--- config.mk ---
export PLATFORM = sky130hd
export DESIGN_NAME = pes_event_status_regs
export DESIGN_NICKNAME = d
export VERILOG_FILES = /design/src/design/pes_pkg.sv /design/src/design/pes_latch_bank.sv /design/src/design/pes_header_capture.sv /design/src/design/pes_event_status_regs.sv
export SDC_FILE = /design/constraint.sdc
export NUM_CORES = 1
export LEC_CHECK = 0
export ABC_AREA = 1
export BUFFER_PORTS_ARGS = -buffer_cell sky130_fd_sc_hd__buf_2
export CORE_UTILIZATION = 45
export DETAILED_ROUTE_END_ITERATION = 7
export GPL_TIMING_DRIVEN = 0
export PLACE_DENSITY = 0.73
export RECOVER_POWER = 25
export SETUP_SLACK_MARGIN = 0.3
export SLEW_MARGIN = 10
export SYNTH_ARGS = -nofsm -noshare
export SYNTH_HDL_FRONTEND = slang
export SYNTH_SLANG_ARGS = --single-unit
--- constraint.sdc ---
create_clock -name mclk -period 2.82 [get_ports mclk]
set_clock_uncertainty 0.05 [all_clocks]
set_input_delay 0.141 -clock mclk [delete_from_list [all_inputs] [get_ports mclk]]
set_output_delay 0.141 -clock mclk [all_outputs]
set_load 0.05 [all_outputs]
--- src/design/pes_pkg.sv ---
package pes_pkg;

	localparam int ADDR_W = 5;
	localparam int DATA_W = 16;
	localparam int LATCH_W = 14;
	localparam int CMD_W = 22;
	localparam int MSG_W = 4;
	localparam int ID_W = 12;
	localparam int V1_CTRL_W = 8;

	// Register word addresses on the management port.
	localparam logic [ADDR_W-1:0] OFS_LATCH  = 5'h04;
	localparam logic [ADDR_W-1:0] OFS_ENABLE = 5'h05;
	localparam logic [ADDR_W-1:0] OFS_STATUS = 5'h06;
	localparam logic [ADDR_W-1:0] OFS_HEADER = 5'h07;

	// Latched event bit positions, shared by the latch and enable registers.
	localparam int BIT_TIME_ADJUST    = 0;
	localparam int BIT_GEN_A_EVENT    = 1;
	localparam int BIT_GEN_A_SEQUENCE = 2;
	localparam int BIT_GEN_A_LEFTFULL = 3;
	localparam int BIT_GEN_B_EVENT    = 4;
	localparam int BIT_GEN_B_SEQUENCE = 5;
	localparam int BIT_GEN_B_LEFTFULL = 6;
	localparam int BIT_FIFO_A_NONEMPTY = 8;
	localparam int BIT_FIFO_A_OVERFLOW = 9;
	localparam int BIT_FIFO_B_NONEMPTY = 10;
	localparam int BIT_FIFO_B_OVERFLOW = 11;
	localparam int BIT_FIFO_C_NONEMPTY = 12;
	localparam int BIT_FIFO_C_OVERFLOW = 13;
	localparam int BIT_SUMMARY         = 14;

	// Live status register bit positions.
	localparam int SR_OVERWRITE_ERR = 0;
	localparam int SR_GEN_A_FULL    = 3;
	localparam int SR_GEN_B_FULL    = 6;
	localparam int SR_FIFO_A_NONEMPTY = 7;
	localparam int SR_FIFO_B_NONEMPTY = 8;
	localparam int SR_FIFO_C_NONEMPTY = 9;

	// Header register field position.
	localparam int HDR_MSG_LSB = 12;

	// Generator command word bit that asks for status latching.
	localparam int CMD_LATCH_BIT = 21;

	localparam logic [DATA_W-1:0] ENABLE_WRITE_MASK = 16'h3f7f;
	localparam logic [DATA_W-1:0] ENABLE_RESET      = 16'h0000;
	localparam logic [DATA_W-1:0] HEADER_RESET      = 16'h0000;
	localparam logic [DATA_W-1:0] DATA_ZERO         = 16'h0000;

	function automatic logic pes_rise(input logic prev, input logic cur);
		return cur & ~prev;
	endfunction : pes_rise

	function automatic logic pes_fall(input logic prev, input logic cur);
		return prev & ~cur;
	endfunction : pes_fall

endpackage : pes_pkg

--- src/design/pes_latch_bank.sv ---
`timescale 1ns/1ns
`default_nettype none
// Bits latched high by an event pulse, cleared as a group when the host reads them.
module pes_latch_bank
	import pes_pkg::*;
#(
	parameter int W = 1
) (
	input  wire logic         mclk,
	input  wire logic         rstSync_b,
	input  wire logic [W-1:0] setPulse,
	input  wire logic         clearRead,
	output logic      [W-1:0] latched
);

	logic [W-1:0] next_latched;

	// A set arriving with the clearing read survives so the event is not lost.
	always_comb begin
		next_latched = (latched & ~{W{clearRead}}) | setPulse;
	end

	always_ff @(posedge mclk or negedge rstSync_b) begin
		if (!rstSync_b) begin
			latched <= '0;
		end else begin
			latched <= next_latched;
		end
	end

endmodule : pes_latch_bank
`default_nettype wire

--- src/design/pes_header_capture.sv ---
`timescale 1ns/1ns
`default_nettype none
module pes_header_capture
	import pes_pkg::*;
(
	input  wire logic                 mclk,
	input  wire logic                 rstSync_b,
	input  wire logic                 stampTransfer,
	input  wire logic                 stampIsPacket,
	input  wire logic                 stampIsVersion2,
	input  wire logic [V1_CTRL_W-1:0] stampV1Control,
	input  wire logic [MSG_W-1:0]     stampV2MessageType,
	input  wire logic [ID_W-1:0]      stampIdentity,
	output logic      [DATA_W-1:0]    headerInfo
);

	logic [DATA_W-1:0] next_headerInfo;
	logic [MSG_W-1:0]  messageTypeField;

	always_comb begin
		messageTypeField = stampIsVersion2 ? stampV2MessageType
		                                   : stampV1Control[MSG_W-1:0];
		next_headerInfo = headerInfo;
		// Edge timestamps leave the last packet header in place; software ignores it then.
		if (stampTransfer && stampIsPacket) begin
			next_headerInfo[HDR_MSG_LSB +: MSG_W] = messageTypeField;
			next_headerInfo[ID_W-1:0] = stampIdentity;
		end
	end

	always_ff @(posedge mclk or negedge rstSync_b) begin
		if (!rstSync_b) begin
			headerInfo <= HEADER_RESET;
		end else begin
			headerInfo <= next_headerInfo;
		end
	end

endmodule : pes_header_capture
`default_nettype wire

--- src/design/pes_event_status_regs.sv ---
`timescale 1ns/1ns
`default_nettype none
// Summary of operation
// - generator A sequence done latches bit 2
// - marked generator A event latches bit 1
// - time adjustment done latches bit 0
// - latched bits read once, then clear
// - enable bit gates its latched bit
// - enables at 13:8 and 6:0 writable
// - live FIFO not-empty flags at 9:7
// - live generator FIFO full at 6, 3
// - multicast overwrite error latched at bit 0
// - packet transfer loads message type 15:12
// - type from v1 control or v2 field
// - packet transfer loads identity at 11:0
// - summary bit 14 when enabled bit latched
// - FIFO overflow and not-empty events latched 13:8
module pes_event_status_regs
	import pes_pkg::*;
(
	input  wire logic                 mclk,
	input  wire logic                 rst_b,
	input  wire logic [ADDR_W-1:0]    regAddr,
	input  wire logic                 regRead,
	input  wire logic                 regWrite,
	input  wire logic [DATA_W-1:0]    regWdata,
	output logic      [DATA_W-1:0]    regRdata,
	input  wire logic                 timeAdjustDone,
	input  wire logic                 genASequenceDone,
	input  wire logic                 genAEventDone,
	input  wire logic [CMD_W-1:0]     genAEventCommand,
	input  wire logic                 genAFifoFull,
	input  wire logic                 genBSequenceDone,
	input  wire logic                 genBEventDone,
	input  wire logic [CMD_W-1:0]     genBEventCommand,
	input  wire logic                 genBFifoFull,
	input  wire logic                 stampFifoANonempty,
	input  wire logic                 stampFifoAOverflow,
	input  wire logic                 stampFifoBNonempty,
	input  wire logic                 stampFifoBOverflow,
	input  wire logic                 stampFifoCNonempty,
	input  wire logic                 stampFifoCOverflow,
	input  wire logic                 multicastOverwriteError,
	input  wire logic                 stampTransfer,
	input  wire logic                 stampIsPacket,
	input  wire logic                 stampIsVersion2,
	input  wire logic [V1_CTRL_W-1:0] stampV1Control,
	input  wire logic [MSG_W-1:0]     stampV2MessageType,
	input  wire logic [ID_W-1:0]      stampIdentity,
	output logic                      eventInterrupt
);

	logic               rstMeta_b;
	logic               rstSync_b;
	logic               next_rstMeta_b;
	logic               next_rstSync_b;
	logic [LATCH_W-1:0] latchSet;
	logic [LATCH_W-1:0] latchedEvents;
	logic [0:0]         overwriteLatched;
	logic [DATA_W-1:0]  eventInterruptEnable;
	logic [DATA_W-1:0] next_eventInterruptEnable;
	logic [DATA_W-1:0]  headerInfo;
	logic [DATA_W-1:0]  latchWord;
	logic [DATA_W-1:0]  statusWord;
	logic [DATA_W-1:0] next_regRdata;
	logic               prevGenAFull;
	logic               prevGenBFull;
	logic               prevFifoANonempty;
	logic               prevFifoBNonempty;
	logic               prevFifoCNonempty;
	logic               next_prevGenAFull;
	logic               next_prevGenBFull;
	logic               next_prevFifoANonempty;
	logic               next_prevFifoBNonempty;
	logic               next_prevFifoCNonempty;
	logic               readLatch;
	logic               readStatus;
	logic               summary;
	logic               next_eventInterrupt;

	// One decode serves the clear-on-read and enable-write strobes so the register addresses cannot drift apart.
	function automatic logic regHit(input logic strobe, input logic [ADDR_W-1:0] addr,
		input logic [ADDR_W-1:0] offset);
		return strobe && (addr == offset);
	endfunction : regHit

	// Reset is asserted at once but released only after two clean edges.
	// Only the second stage feeds the rest of the block, so a release that lands
	// close to an edge never reaches the state registers half-settled.
	always_comb begin
		next_rstMeta_b = 1'b1;
		next_rstSync_b = rstMeta_b;
	end

	always_ff @(posedge mclk or negedge rst_b) begin
		if (!rst_b) begin
			rstMeta_b <= 1'b0;
			rstSync_b <= 1'b0;
		end else begin
			rstMeta_b <= next_rstMeta_b;
			rstSync_b <= next_rstSync_b;
		end
	end

	// Previous samples of the live flags, used to find their transitions.
	// They clear in reset, so a FIFO already occupied at release reports once;
	// that costs one extra event but never hides a real one.
	always_comb begin
		next_prevGenAFull = genAFifoFull;
		next_prevGenBFull = genBFifoFull;
		next_prevFifoANonempty = stampFifoANonempty;
		next_prevFifoBNonempty = stampFifoBNonempty;
		next_prevFifoCNonempty = stampFifoCNonempty;
	end

	always_ff @(posedge mclk or negedge rstSync_b) begin
		if (!rstSync_b) begin
			prevGenAFull <= 1'b0;
			prevGenBFull <= 1'b0;
			prevFifoANonempty <= 1'b0;
			prevFifoBNonempty <= 1'b0;
			prevFifoCNonempty <= 1'b0;
		end else begin
			prevGenAFull <= next_prevGenAFull;
			prevGenBFull <= next_prevGenBFull;
			prevFifoANonempty <= next_prevFifoANonempty;
			prevFifoBNonempty <= next_prevFifoBNonempty;
			prevFifoCNonempty <= next_prevFifoCNonempty;
		end
	end

	// Every bit of the set vector is a one-cycle request; the latch bank keeps it.
	always_comb begin
		latchSet = '0;

		// A finished time adjustment is reported once per completion.
		latchSet[BIT_TIME_ADJUST] = timeAdjustDone;

		// An event completion only counts when its command word asked for latching,
		// so unmarked events pass silently. Left-full is the falling edge of the
		// live full flag, seen against the sample of the cycle before.
		latchSet[BIT_GEN_A_EVENT] = genAEventDone & genAEventCommand[CMD_LATCH_BIT];
		latchSet[BIT_GEN_A_SEQUENCE] = genASequenceDone;
		latchSet[BIT_GEN_A_LEFTFULL] = pes_fall(prevGenAFull, genAFifoFull);

		// The second generator follows the same pattern on its own bits.
		latchSet[BIT_GEN_B_EVENT] = genBEventDone & genBEventCommand[CMD_LATCH_BIT];
		latchSet[BIT_GEN_B_SEQUENCE] = genBSequenceDone;
		latchSet[BIT_GEN_B_LEFTFULL] = pes_fall(prevGenBFull, genBFifoFull);

		// Not-empty is an edge, not a level: a FIFO that stays occupied reports
		// once, so software must drain it before it can be told again.
		latchSet[BIT_FIFO_A_NONEMPTY] = pes_rise(prevFifoANonempty, stampFifoANonempty);
		latchSet[BIT_FIFO_A_OVERFLOW] = stampFifoAOverflow;
		latchSet[BIT_FIFO_B_NONEMPTY] = pes_rise(prevFifoBNonempty, stampFifoBNonempty);
		latchSet[BIT_FIFO_B_OVERFLOW] = stampFifoBOverflow;
		latchSet[BIT_FIFO_C_NONEMPTY] = pes_rise(prevFifoCNonempty, stampFifoCNonempty);
		latchSet[BIT_FIFO_C_OVERFLOW] = stampFifoCOverflow;
	end

	// Host strobe decodes used by the clear-on-read latches.
	always_comb begin
		readLatch = regHit(regRead, regAddr, OFS_LATCH);
		readStatus = regHit(regRead, regAddr, OFS_STATUS);
	end

	// All latched event bits clear together on a read of their register.
	pes_latch_bank #(
		.W(LATCH_W)
	) eventLatches (
		.mclk      (mclk),
		.rstSync_b (rstSync_b),
		.setPulse  (latchSet),
		.clearRead (readLatch),
		.latched   (latchedEvents)
	);

	// The overwrite error is the only latched bit of the live status register.
	pes_latch_bank #(
		.W(1)
	) overwriteLatch (
		.mclk      (mclk),
		.rstSync_b (rstSync_b),
		.setPulse  (multicastOverwriteError),
		.clearRead (readStatus),
		.latched   (overwriteLatched)
	);

	// Header fields follow packet transfers only.
	pes_header_capture headerCapture (
		.mclk               (mclk),
		.rstSync_b          (rstSync_b),
		.stampTransfer      (stampTransfer),
		.stampIsPacket      (stampIsPacket),
		.stampIsVersion2    (stampIsVersion2),
		.stampV1Control     (stampV1Control),
		.stampV2MessageType (stampV2MessageType),
		.stampIdentity      (stampIdentity),
		.headerInfo         (headerInfo)
	);

	// Enable register; reserved bits stay zero whatever the host writes.
	always_comb begin
		next_eventInterruptEnable = eventInterruptEnable;
		// Writes elsewhere are dropped here; the other registers have no writable bits.
		if (regHit(regWrite, regAddr, OFS_ENABLE)) begin
			next_eventInterruptEnable = regWdata & ENABLE_WRITE_MASK;
		end
	end

	always_ff @(posedge mclk or negedge rstSync_b) begin
		if (!rstSync_b) begin
			eventInterruptEnable <= ENABLE_RESET;
		end else begin
			eventInterruptEnable <= next_eventInterruptEnable;
		end
	end

	// The summary is combinational on the latches so a read shows it in the same word.
	always_comb begin
		summary = |(latchedEvents & eventInterruptEnable[LATCH_W-1:0]);
	end

	always_comb begin
		latchWord = DATA_ZERO;
		latchWord[LATCH_W-1:0] = latchedEvents;
		latchWord[BIT_SUMMARY] = summary;
	end

	// Only the overwrite bit here is latched; the rest follow their sources live,
	// so two reads in a row may differ with no event in between.
	always_comb begin
		statusWord = DATA_ZERO;
		statusWord[SR_OVERWRITE_ERR] = overwriteLatched[0];
		statusWord[SR_GEN_A_FULL] = genAFifoFull;
		statusWord[SR_GEN_B_FULL] = genBFifoFull;
		statusWord[SR_FIFO_A_NONEMPTY] = stampFifoANonempty;
		statusWord[SR_FIFO_B_NONEMPTY] = stampFifoBNonempty;
		statusWord[SR_FIFO_C_NONEMPTY] = stampFifoCNonempty;
	end

	// Read data is captured on the read strobe so it stays still while shifted out.
	// The same edge clears the latches, so the word shows the events up to the
	// strobe and anything arriving with it waits for the next read.
	always_comb begin
		next_regRdata = regRdata;
		if (regRead) begin
			case (regAddr)
				OFS_LATCH: begin
					next_regRdata = latchWord;
				end
				OFS_ENABLE: begin
					next_regRdata = eventInterruptEnable;
				end
				OFS_STATUS: begin
					next_regRdata = statusWord;
				end
				OFS_HEADER: begin
					next_regRdata = headerInfo;
				end
				default: begin
					next_regRdata = DATA_ZERO;
				end
			endcase
		end
	end

	always_ff @(posedge mclk or negedge rstSync_b) begin
		if (!rstSync_b) begin
			regRdata <= DATA_ZERO;
		end else begin
			regRdata <= next_regRdata;
		end
	end

	// The interrupt output is registered so downstream logic never sees a glitch
	// while several latches and enables change in one cycle.
	always_comb begin
		next_eventInterrupt = summary;
	end

	always_ff @(posedge mclk or negedge rstSync_b) begin
		if (!rstSync_b) begin
			eventInterrupt <= 1'b0;
		end else begin
			eventInterrupt <= next_eventInterrupt;
		end
	end

endmodule : pes_event_status_regs
`default_nettype wire

==> metrics, run 1 <==
status=finished with violations; failing checks=DRC; Worst EP required=2.99 ns; sequential share of the synthesized area=56.0%; die height=84.2 um; Post-synth top cells=nand2_1 (109), dfrtp_1 (68), inv_1 (33); cts repair resizes=0; top-count cell post-synth=nand2_1; Detailed Route Iter0 Violations=163; layout cells sized above 1=22.6%; gr ovfl total=0; synth warn=0; # fillers=566; final wirelength=7330 um; Synth Area per Inst=9.27 um^2; critical path arrival=1.73 ns; Vias=2662; CP startpoint kind=input port; Pleak=0.00221 uW; Synth Cell Area=3040 um^2; ant diodes=0; RSZ-0062 raised after global routing=no; Starting Density=47.3%; Setup Buffers After CTS=0; PortBufs=75; Critical Path End Type=flop; vias per cell=4.91; row count=29; top cells by area, synth=dfrtp_1 (56%), nand2_1 (13%), mux2_4 (4.9%), inv_1 (4.1%), o21ai_0 (4.0%); clock latency on the worst-skew pair=0.34 ns; CP delay by family, top=simple AND/OR/NAND/NOR gates; worst hold path class=input port to flop; syn nets=438; Post-synth EDFFs=0; count of final hold-check violations=0; die area=7090 um^2; Critical Path Fanout Max=10; fin cells=542; vias in the first global route=2614; fin crit period=1.56 ns; CTS Buf Count=9; Setup WS pre-CTS=1.36 ns; cells along the critical path=buf_2 -> inv_1 -> nand2_1 -> nor2_1 -> nand3_1 -> clkbuf_1 -> mux2_1; die width=84.2 um; Avg WL per Cell=13.5 um; first-pass GRT wire length=12000 um; area leader, netlist=dfrtp_1; initial antenna violation count=0; Layout Nets=570; CP Class=input port to flop; CTS tree=built; post-DP HPWL=5010 um; f_max=641 MHz; DRT Pass-1 Iters=6; Placed Cells=480; Slew Viols, Final=0; CP bufs+invs=3; asr flop ratio synth=100%; htree depth=3; largest net degree at the start of global routing=67; Max Cap Violations=0; clock transition at the registers of the reported paths=0.07 ns; worst setup slack after layout=1.26 ns; Core ar.=6420 um^2; unique cell type count in the Yosys netlist=29; VDD IR-drop max=0.367 mV; Max stage delay cell, worst path=mux2_1; Worst Tran Pin Value=0.838 ns; Sum Neg Setup Slack=0 ns; flops & latches, synth=68; total track usage=22.0%; Max-slew headroom=44.2%; Final setup viols=0; deepest clock path buffer count=2; ys flop type=dfrtp_1; critical path's largest stage delay=0.41 ns; post-route ant nets=0; drc violations=10; Tcrit/Tclk final=55.4%; P&R area growth vs syn=34.6%; top-level I/O count=127; area fraction of the dominant cell type after synthesis=56.0%; Routability Congestion=0.815; clk root buf=clkbuf_8; Mapped Cells=328; CTS sink count=68; Power Dens Cells=540 nW/um^2
## layout make-up
class | instances | area, um^2 | area share (%)
inverters | 36 | 135 | 3.30
flip-flops and latches | 68 | 1710 | 41.7
multi-input cells | 212 | 1070 | 26.2
well taps | 77 | 96.3 | 2.36
repair buffers | 121 | 828 | 20.3
clock inverters | 4 | 22.5 | 0.551
clock buffers | 12 | 165 | 4.04
plain buffers | 12 | 67.6 | 1.65
## repair_timing
action,in CTS,in global routing
endpoints found under the setup margin,0,0
hold buffers,46,0
hold endpoints to repair,47,0
## metal layers
metal	vias up	part of all wire [%]	GRT usage [%]
li1	1320	-	-
met1	1264	47	28.8
met2	68	48	36.9
met3	10	4.3	5.70
met4	0	0.96	5.17
met5	-	0	0
## worst paths after layout
| kind | startpoint | to | slack [ns] | depth (start not counted) |
|---|---|---|---|---|
| worst max-delay path | regAddr[3] | eventInterruptEnable[6] | 1.26 | 7 |
| worst min-delay path | stampIsVersion2 | headerCapture.headerInfo[12] | 0.02 | 3 |
| max in group asynchronous | rstSync_b | regRdata[1] | 1.79 | 0 |
| worst min register to register | next_rstSync_b | rstSync_b | 0.30 | 0 |
| worst max register to register | eventInterruptEnable[6] | regRdata[14] | 1.59 | 10 |
| min in group asynchronous | rst_b | rstSync_b | 0.06 | 2 |
## cell families (layout without fill, tap and decap cells)
logic type	Yosys count	after routing	share of synthesized area, %
and+or+nand+nor	146	146	21.0
DFF	68	68	56.0
AOI/OAI and AO/OA	52	52	9.92
buffers and inverters	48	185	6.92
muxes	13	13	6.05
other	1	1	0.123
## stage by stage
stage / hold slack (ns) / cell area [um^2] / power [uW] / util, %
final: 0.0238 / 4090 / 2210 / 63.7
after global routing: 0.0204 / 4090 / 2310 / 63.7
after global placement: -0.123 / 3510 / 1440 / 54.7
after CTS: 0.00894 / 4160 / 2240 / 64.8
after floorplan: -0.205 / 3040 / 1330 / -
after detailed placement: -0.123 / 3510 / 1450 / 54.7
## layout by cell type (no fill, tap or decap)
| cell | count |
|---|---|
| o22ai_1 | 5 |
| buf_1 | 1 |
| nand2_1 | 110 |
| nand2_2 | 1 |
| clkinvlp_4 | 1 |
| mux2_4 | 5 |
| o21ai_1 | 1 |
| mux2_2 | 3 |
| inv_2 | 2 |
| clkinv_2 | 3 |
| nand3_1 | 17 |
| o21bai_1 | 6 |
| dfrtp_1 | 67 |
| o21ai_0 | 24 |
| nor2_4 | 1 |
| a21oi_1 | 8 |
| nor2_2 | 1 |
| clkbuf_8 | 12 |
| o211ai_1 | 7 |
| buf_2 | 72 |
| mux2_1 | 5 |
| nand4_1 | 7 |
| conb_1 | 1 |
| buf_6 | 2 |
| buf_4 | 1 |
| clkbuf_1 | 11 |
| clkinv_1 | 1 |
| dfrtp_4 | 1 |
| nor2_1 | 9 |
| a21o_1 | 1 |
| inv_1 | 33 |
| dlygate4sd3_1 | 46 |
## report_power, final
group          internal, uW  switching, uW  total [uW]
clock network           387            366         753
logic                   159            164         323
registers              1060           72.7        1130
total                  1610            602        2210
## registers in the layout, indices dropped and copies added, names as in the netlist, 13 cells and up
name	cells
headerCapture.headerInfo	16
regRdata	16
eventLatches.latched	14
eventInterruptEnable	13
## tightest hold or removal path, cell delays in order
cell and delay (ns):
buf_2 0.13, nand2_1 0.06, a21oi_1 0.06
(Power assumes the default switching activity.)
==> run 2: changes to the inputs <==
==> constraint.sdc (replaced) <==
create_clock -name mclk -period 1.5 [get_ports mclk]
set_clock_uncertainty 0.05 [all_clocks]
set_input_delay 0.075 -clock mclk [delete_from_list [all_inputs] [get_ports mclk]]
set_output_delay 0.075 -clock mclk [all_outputs]
set_load 0.05 [all_outputs]
==> metrics, run 2 (synthesis gave the netlist of run 1 again) <==
final wirelength=7430 um; drc violations=13; Worst Tran Pin Value=0.838 ns; Power Dens Cells=1020 nW/um^2; Worst EP required=1.66 ns; clock transition at the registers of the reported paths=0.07 ns; Layout Nets=577; Vias=2684; Pwr Total=4280 uW; Setup WS pre-CTS=0.0761 ns; cts repair resizes=0; post-DP HPWL=5000 um; Sum Neg Setup Slack=0 ns; die area=7090 um^2; cells along the critical path=buf_2 -> nor2_1 -> nand2_2 -> nor2_2 -> buf_4 -> o21bai_1; ant diodes=0; CP startpoint kind=input port; status=finished with violations; failing checks=DRC; layout cells sized above 1=22.7%; VDD IR-drop max=0.502 mV; die height=84.2 um; gr ovfl total=0; Critical Path End Type=flop; worst setup slack after layout=0.273 ns; post-route ant nets=0; Core ar.=6420 um^2; Detailed Route Iter0 Violations=132; Final setup viols=0; Slew Viols, Final=0; critical path's largest stage delay=0.42 ns; CP bufs+invs=2; RSZ-0062 raised after global routing=yes; vias in the first global route=2742; die width=84.2 um; Avg WL per Cell=13.5 um; Max stage delay cell, worst path=nor2_1; commonest non-fill, non-tap cells in the layout=nand2_1 (109), buf_2 (72), dfrtp_1 (67); Max-slew headroom=44.1%; first-pass GRT wire length=12700 um; Critical Path Fanout Max=10; row count=29; clk root buf=clkbuf_8; CP delay by family, top=simple AND/OR/NAND/NOR gates; hold slack=0.0225 ns; vias per cell=4.89; total track usage=23.0%; initial antenna violation count=0; Routability Congestion=0.852; P&R area growth vs syn=38.2%; f_max=815 MHz; fin crit period=1.23 ns; deepest clock path buffer count=2; critical path arrival=1.39 ns; CTS tree=built; worst hold path class=input port to flop; top-level I/O count=127; CTS sink count=68; Max Cap Violations=0; count of final hold-check violations=0; PortBufs=75; Top Registers=headerCapture.headerInfo x16, regRdata x16, eventLatches.latched x14; largest net degree at the start of global routing=67; Starting Density=47.3%; CP Class=input port to flop; Placed Cells=480; fin cells=549; DRT Pass-1 Iters=6; most common cell after layout, fill and taps aside=nand2_1; Tcrit/Tclk final=81.8%; Pleak=0.00226 uW; clock latency on the worst-skew pair=0.33 ns; htree depth=3; CTS Buf Count=9
## run 2: cell count changes in the layout (fill, tap and decap cells not counted), sizes merged
cell / before / now
buf: 76 / 77
bufinv: 0 / 1
clkinv: 4 / 3
dlygate4sd3: 46 / 52
## run 2: worst reg2reg max path, stage by stage, from the launching register on
cell	delay, ns
dfrtp_1	0.41
nand2_1	0.08
nand2_1	0.05
inv_1	0.04
nand2_1	0.05
nor2_1	0.09
nand2_1	0.09
nand2_1	0.06
nand2_1	0.04
nand2_1	0.05
nand2_1	0.05
## run 2: path summary, 6_finish.rpt
path | from | to | slack, ns | depth (start not counted)
max | regAddr[0] | eventLatches.latched[9] | 0.27 | 6
min in group asynchronous | rstSync_b | eventInterruptEnable[6] | 0.39 | 0
max in group asynchronous | rstSync_b | regRdata[5] | 0.46 | 0
max reg2reg | eventInterruptEnable[8] | regRdata[14] | 0.34 | 10
min | regRead | regRdata[6] | 0.02 | 3
min reg2reg | next_rstSync_b | rstSync_b | 0.31 | 0
## run 2: report_power, final
part	total, uW	internal (uW)	switching, uW
sequential	2130	2000	136
clock	1520	854	666
combinational	625	309	315
## run 2: final cells by class
| class | instances | area (um^2) |
|---|---|---|
| Fill cell | 547 | 2220 |
| Timing Repair Buffer | 128 | 896 |
| Clock inverter | 4 | 47.5 |
| Tap cell | 77 | 96.3 |
| Sequential cell | 68 | 1710 |
| Inverter | 36 | 135 |
| Clock buffer | 12 | 155 |
| Multi-Input combinational cell | 212 | 1100 |
| Buffer | 12 | 67.6 |
## run 2: per-layer routing
metal	vias to the layer above	track usage [%]	part of all wire [%]
li1	1332	-	-
met5	-	0	0
met1	1248	30.7	44
met2	92	37.9	49
met4	0	9.56	1.9
met3	12	3.44	5.1
## run 2: metrics by stage
step	utilization [%]	area [um^2]
final	65.4	4200
after global routing	65.4	4200
after CTS	66.0	4240
after detailed placement	54.7	3510
after global placement	54.7	3510
after floorplan	-	3040
## run 2: what timing repair did
action / 4_1_cts / 5_1_grt
hold buffers: 52 / 0
buffers inserted: 0 / 1
setup endpoints to repair: 0 / 1
endpoints found under the hold margin: 50 / 0
==> run 3: changes to the inputs <==
--- a/config.mk
+++ b/config.mk
@@ -7,7 +7,7 @@
 export LEC_CHECK = 0
 export ABC_AREA = 1
 export BUFFER_PORTS_ARGS = -buffer_cell sky130_fd_sc_hd__buf_2
-export CORE_UTILIZATION = 45
+export CORE_UTILIZATION = 43
 export DETAILED_ROUTE_END_ITERATION = 7
 export GPL_TIMING_DRIVEN = 0
 export PLACE_DENSITY = 0.73
==> constraint.sdc (replaced) <==
create_clock -name mclk -period 1.1 [get_ports mclk]
set_clock_uncertainty 0.05 [all_clocks]
set_input_delay 0.055 -clock mclk [delete_from_list [all_inputs] [get_ports mclk]]
set_output_delay 0.055 -clock mclk [all_outputs]
set_load 0.05 [all_outputs]
==> metrics, run 3 (synthesis gave the netlist of run 1 again) <==
status=finished with violations; failing checks=hold timing, setup timing; Max-slew headroom=66.0%; Final setup viols=5; Worst Tran Pin Value=0.510 ns; vias per cell=4.94; Max Cap Violations=0; Hold Startpoint=regRead; Max stage delay cell, worst path=dfrtp_1; gr ovfl total=0; CP delay by family, top=simple AND/OR/NAND/NOR gates; RSZ-0062 raised after global routing=yes; post-route ant nets=0; Avg WL per Cell=16.3 um; path depth of the worst reg2reg path=10; deepest clock path buffer count=2; vias in the first global route=2966; worst hold path class=input port to flop; worst flop-to-flop path endpoint=regRdata[14]; Slew Viols, Final=0; R2R Path Start=eventInterruptEnable[2]; htree depth=3; post-DP HPWL=4940 um; worst setup slack after layout=-0.141 ns; area used by multi-input combinational logic=1280 um^2; die height=86.1 um; Worst EP required=1.29 ns; Power Dens Cells=1250 nW/um^2; FF-to-FF setup slack=-0.14 ns; CTS Buf Count=9; CTS sink count=68; CP Class=flop to flop; initial antenna violation count=0; CP bufs+invs=1; CTS tree=built; top-level I/O count=127; Critical Path End Type=flop; die width=86.1 um; largest net degree at the start of global routing=34; clk root buf=clkbuf_8; Starting Density=44.7%; crit path from=eventInterruptEnable[2]; commonest non-fill, non-tap cells in the layout=nand2_1 (101), dfrtp_1 (60), buf_2 (54); worst setup path end=regRdata[14]; Crit path top cell by count=nand2_1; count of final hold-check violations=1; critical path arrival=1.43 ns; CP startpoint kind=flop; Core ar.=6790 um^2; # fillers=427; VDD IR-drop max=0.748 mV; DRT Pass-1 Iters=6; Tcrit/Tclk final=113%; first-pass GRT wire length=14100 um; f_max=806 MHz; hold slack=-0.0154 ns; Critical Path Fanout Max=3; Pleak=0.00266 uW; die area=7410 um^2; Top Registers=headerCapture.headerInfo x16, regRdata x16, eventLatches.latched x14; row count=30; final wirelength=10000 um; most common cell after layout, fill and taps aside=nand2_1; Layout Nets=625; clock transition at the registers of the reported paths=0.08 ns; PortBufs=75; fin crit period=1.24 ns; Detailed Route Iter0 Violations=209; drc violations=0; Setup WS pre-CTS=-0.182 ns; critical path depth=10; cells along the critical path=nand2_1 -> nand2_1 -> inv_1 -> nand2_1 -> nor2_2 -> nand2_2 -> nand2_1 -> nand2_1 -> nand2_1 -> nand2_1; Sequential cell area=1710 um^2; ant diodes=0; critical path's largest stage delay=0.44 ns; Routability Congestion=0.807; P&R area growth vs syn=68.5%; total track usage=25.7%; Vias=3042; layout cells sized above 1=39.6%; clock latency on the worst-skew pair=0.34 ns
-- run 3: what timing repair did --
action	4_1_cts	5_1_grt
gates cloned	1	3
setup endpoints to repair	122	95
buffers inserted	20	25
pin swaps	15	27
resized for setup	57	61
hold endpoints to repair	53	5
hold buffers	52	1
-- run 3: metrics by stage --
stage,setup TNS (ns),util (%),instances,total power [uW],cell area (um^2)
after floorplan,0,-,328,3430,3100
after global placement,-4.19,53.0,499,3710,3600
after detailed placement,-4.77,53.0,499,3720,3600
after CTS,-0.124,69.5,588,6120,4720
after global routing,-0.815,75.4,616,6660,5120
final,-0.455,75.4,616,6400,5120
-- run 3: how the worst min path moves through the flow --
stage / end / slack, ns / cells past startpoint
global placement: next_rstSync_b / -0.21 / 1
global route: regRdata[2] / -0.02 / 3
detailed placement: next_rstSync_b / -0.21 / 1
floorplan: next_rstSync_b / -0.29 / 0
CTS: regRdata[15] / -0.01 / 3
finish: regRdata[2] / -0.02 / 3
-- run 3: routing by layer --
layer  share of wire (%)  vias to the layer above  GRT usage, %  routed length, um
li1                    -                     1441             -                  -
met2                  52                      124          44.9               5220
met1                  40                     1454          31.4               4020
met3                 5.0                       23          5.29                501
met4                 2.9                        0          9.24                291
met5                   0                        -             0                  0
-- run 3: worst reg2reg max path, cell delays in order (launching register included) --
cell and delay, ns:
dfrtp_1 0.44, nand2_1 0.08, nand2_1 0.05, inv_1 0.04, nand2_1 0.06, nor2_2 0.12, nand2_2 0.08, nand2_1 0.06
nand2_1 0.04, nand2_1 0.05, nand2_1 0.05
-- run 3: where the power goes --
part	internal [uW]	switching (uW)	leakage, uW	total, uW
Clock	1160	973	0.000102	2140
Sequential	2720	175	0.000797	2900
Combinational	727	637	0.00176	1360
-- run 3: cell type report --
class / instances / share of cell area, %
tap: 96 / 2.35
timing repair inverter: 1 / 0.171
clock buffer: 12 / 3.03
timing repair buffer: 175 / 30.0
clock inverter: 4 / 0.928
multi-input combinational: 212 / 24.9
inverter: 36 / 3.01
buffer: 12 / 2.08
sequential: 68 / 33.5
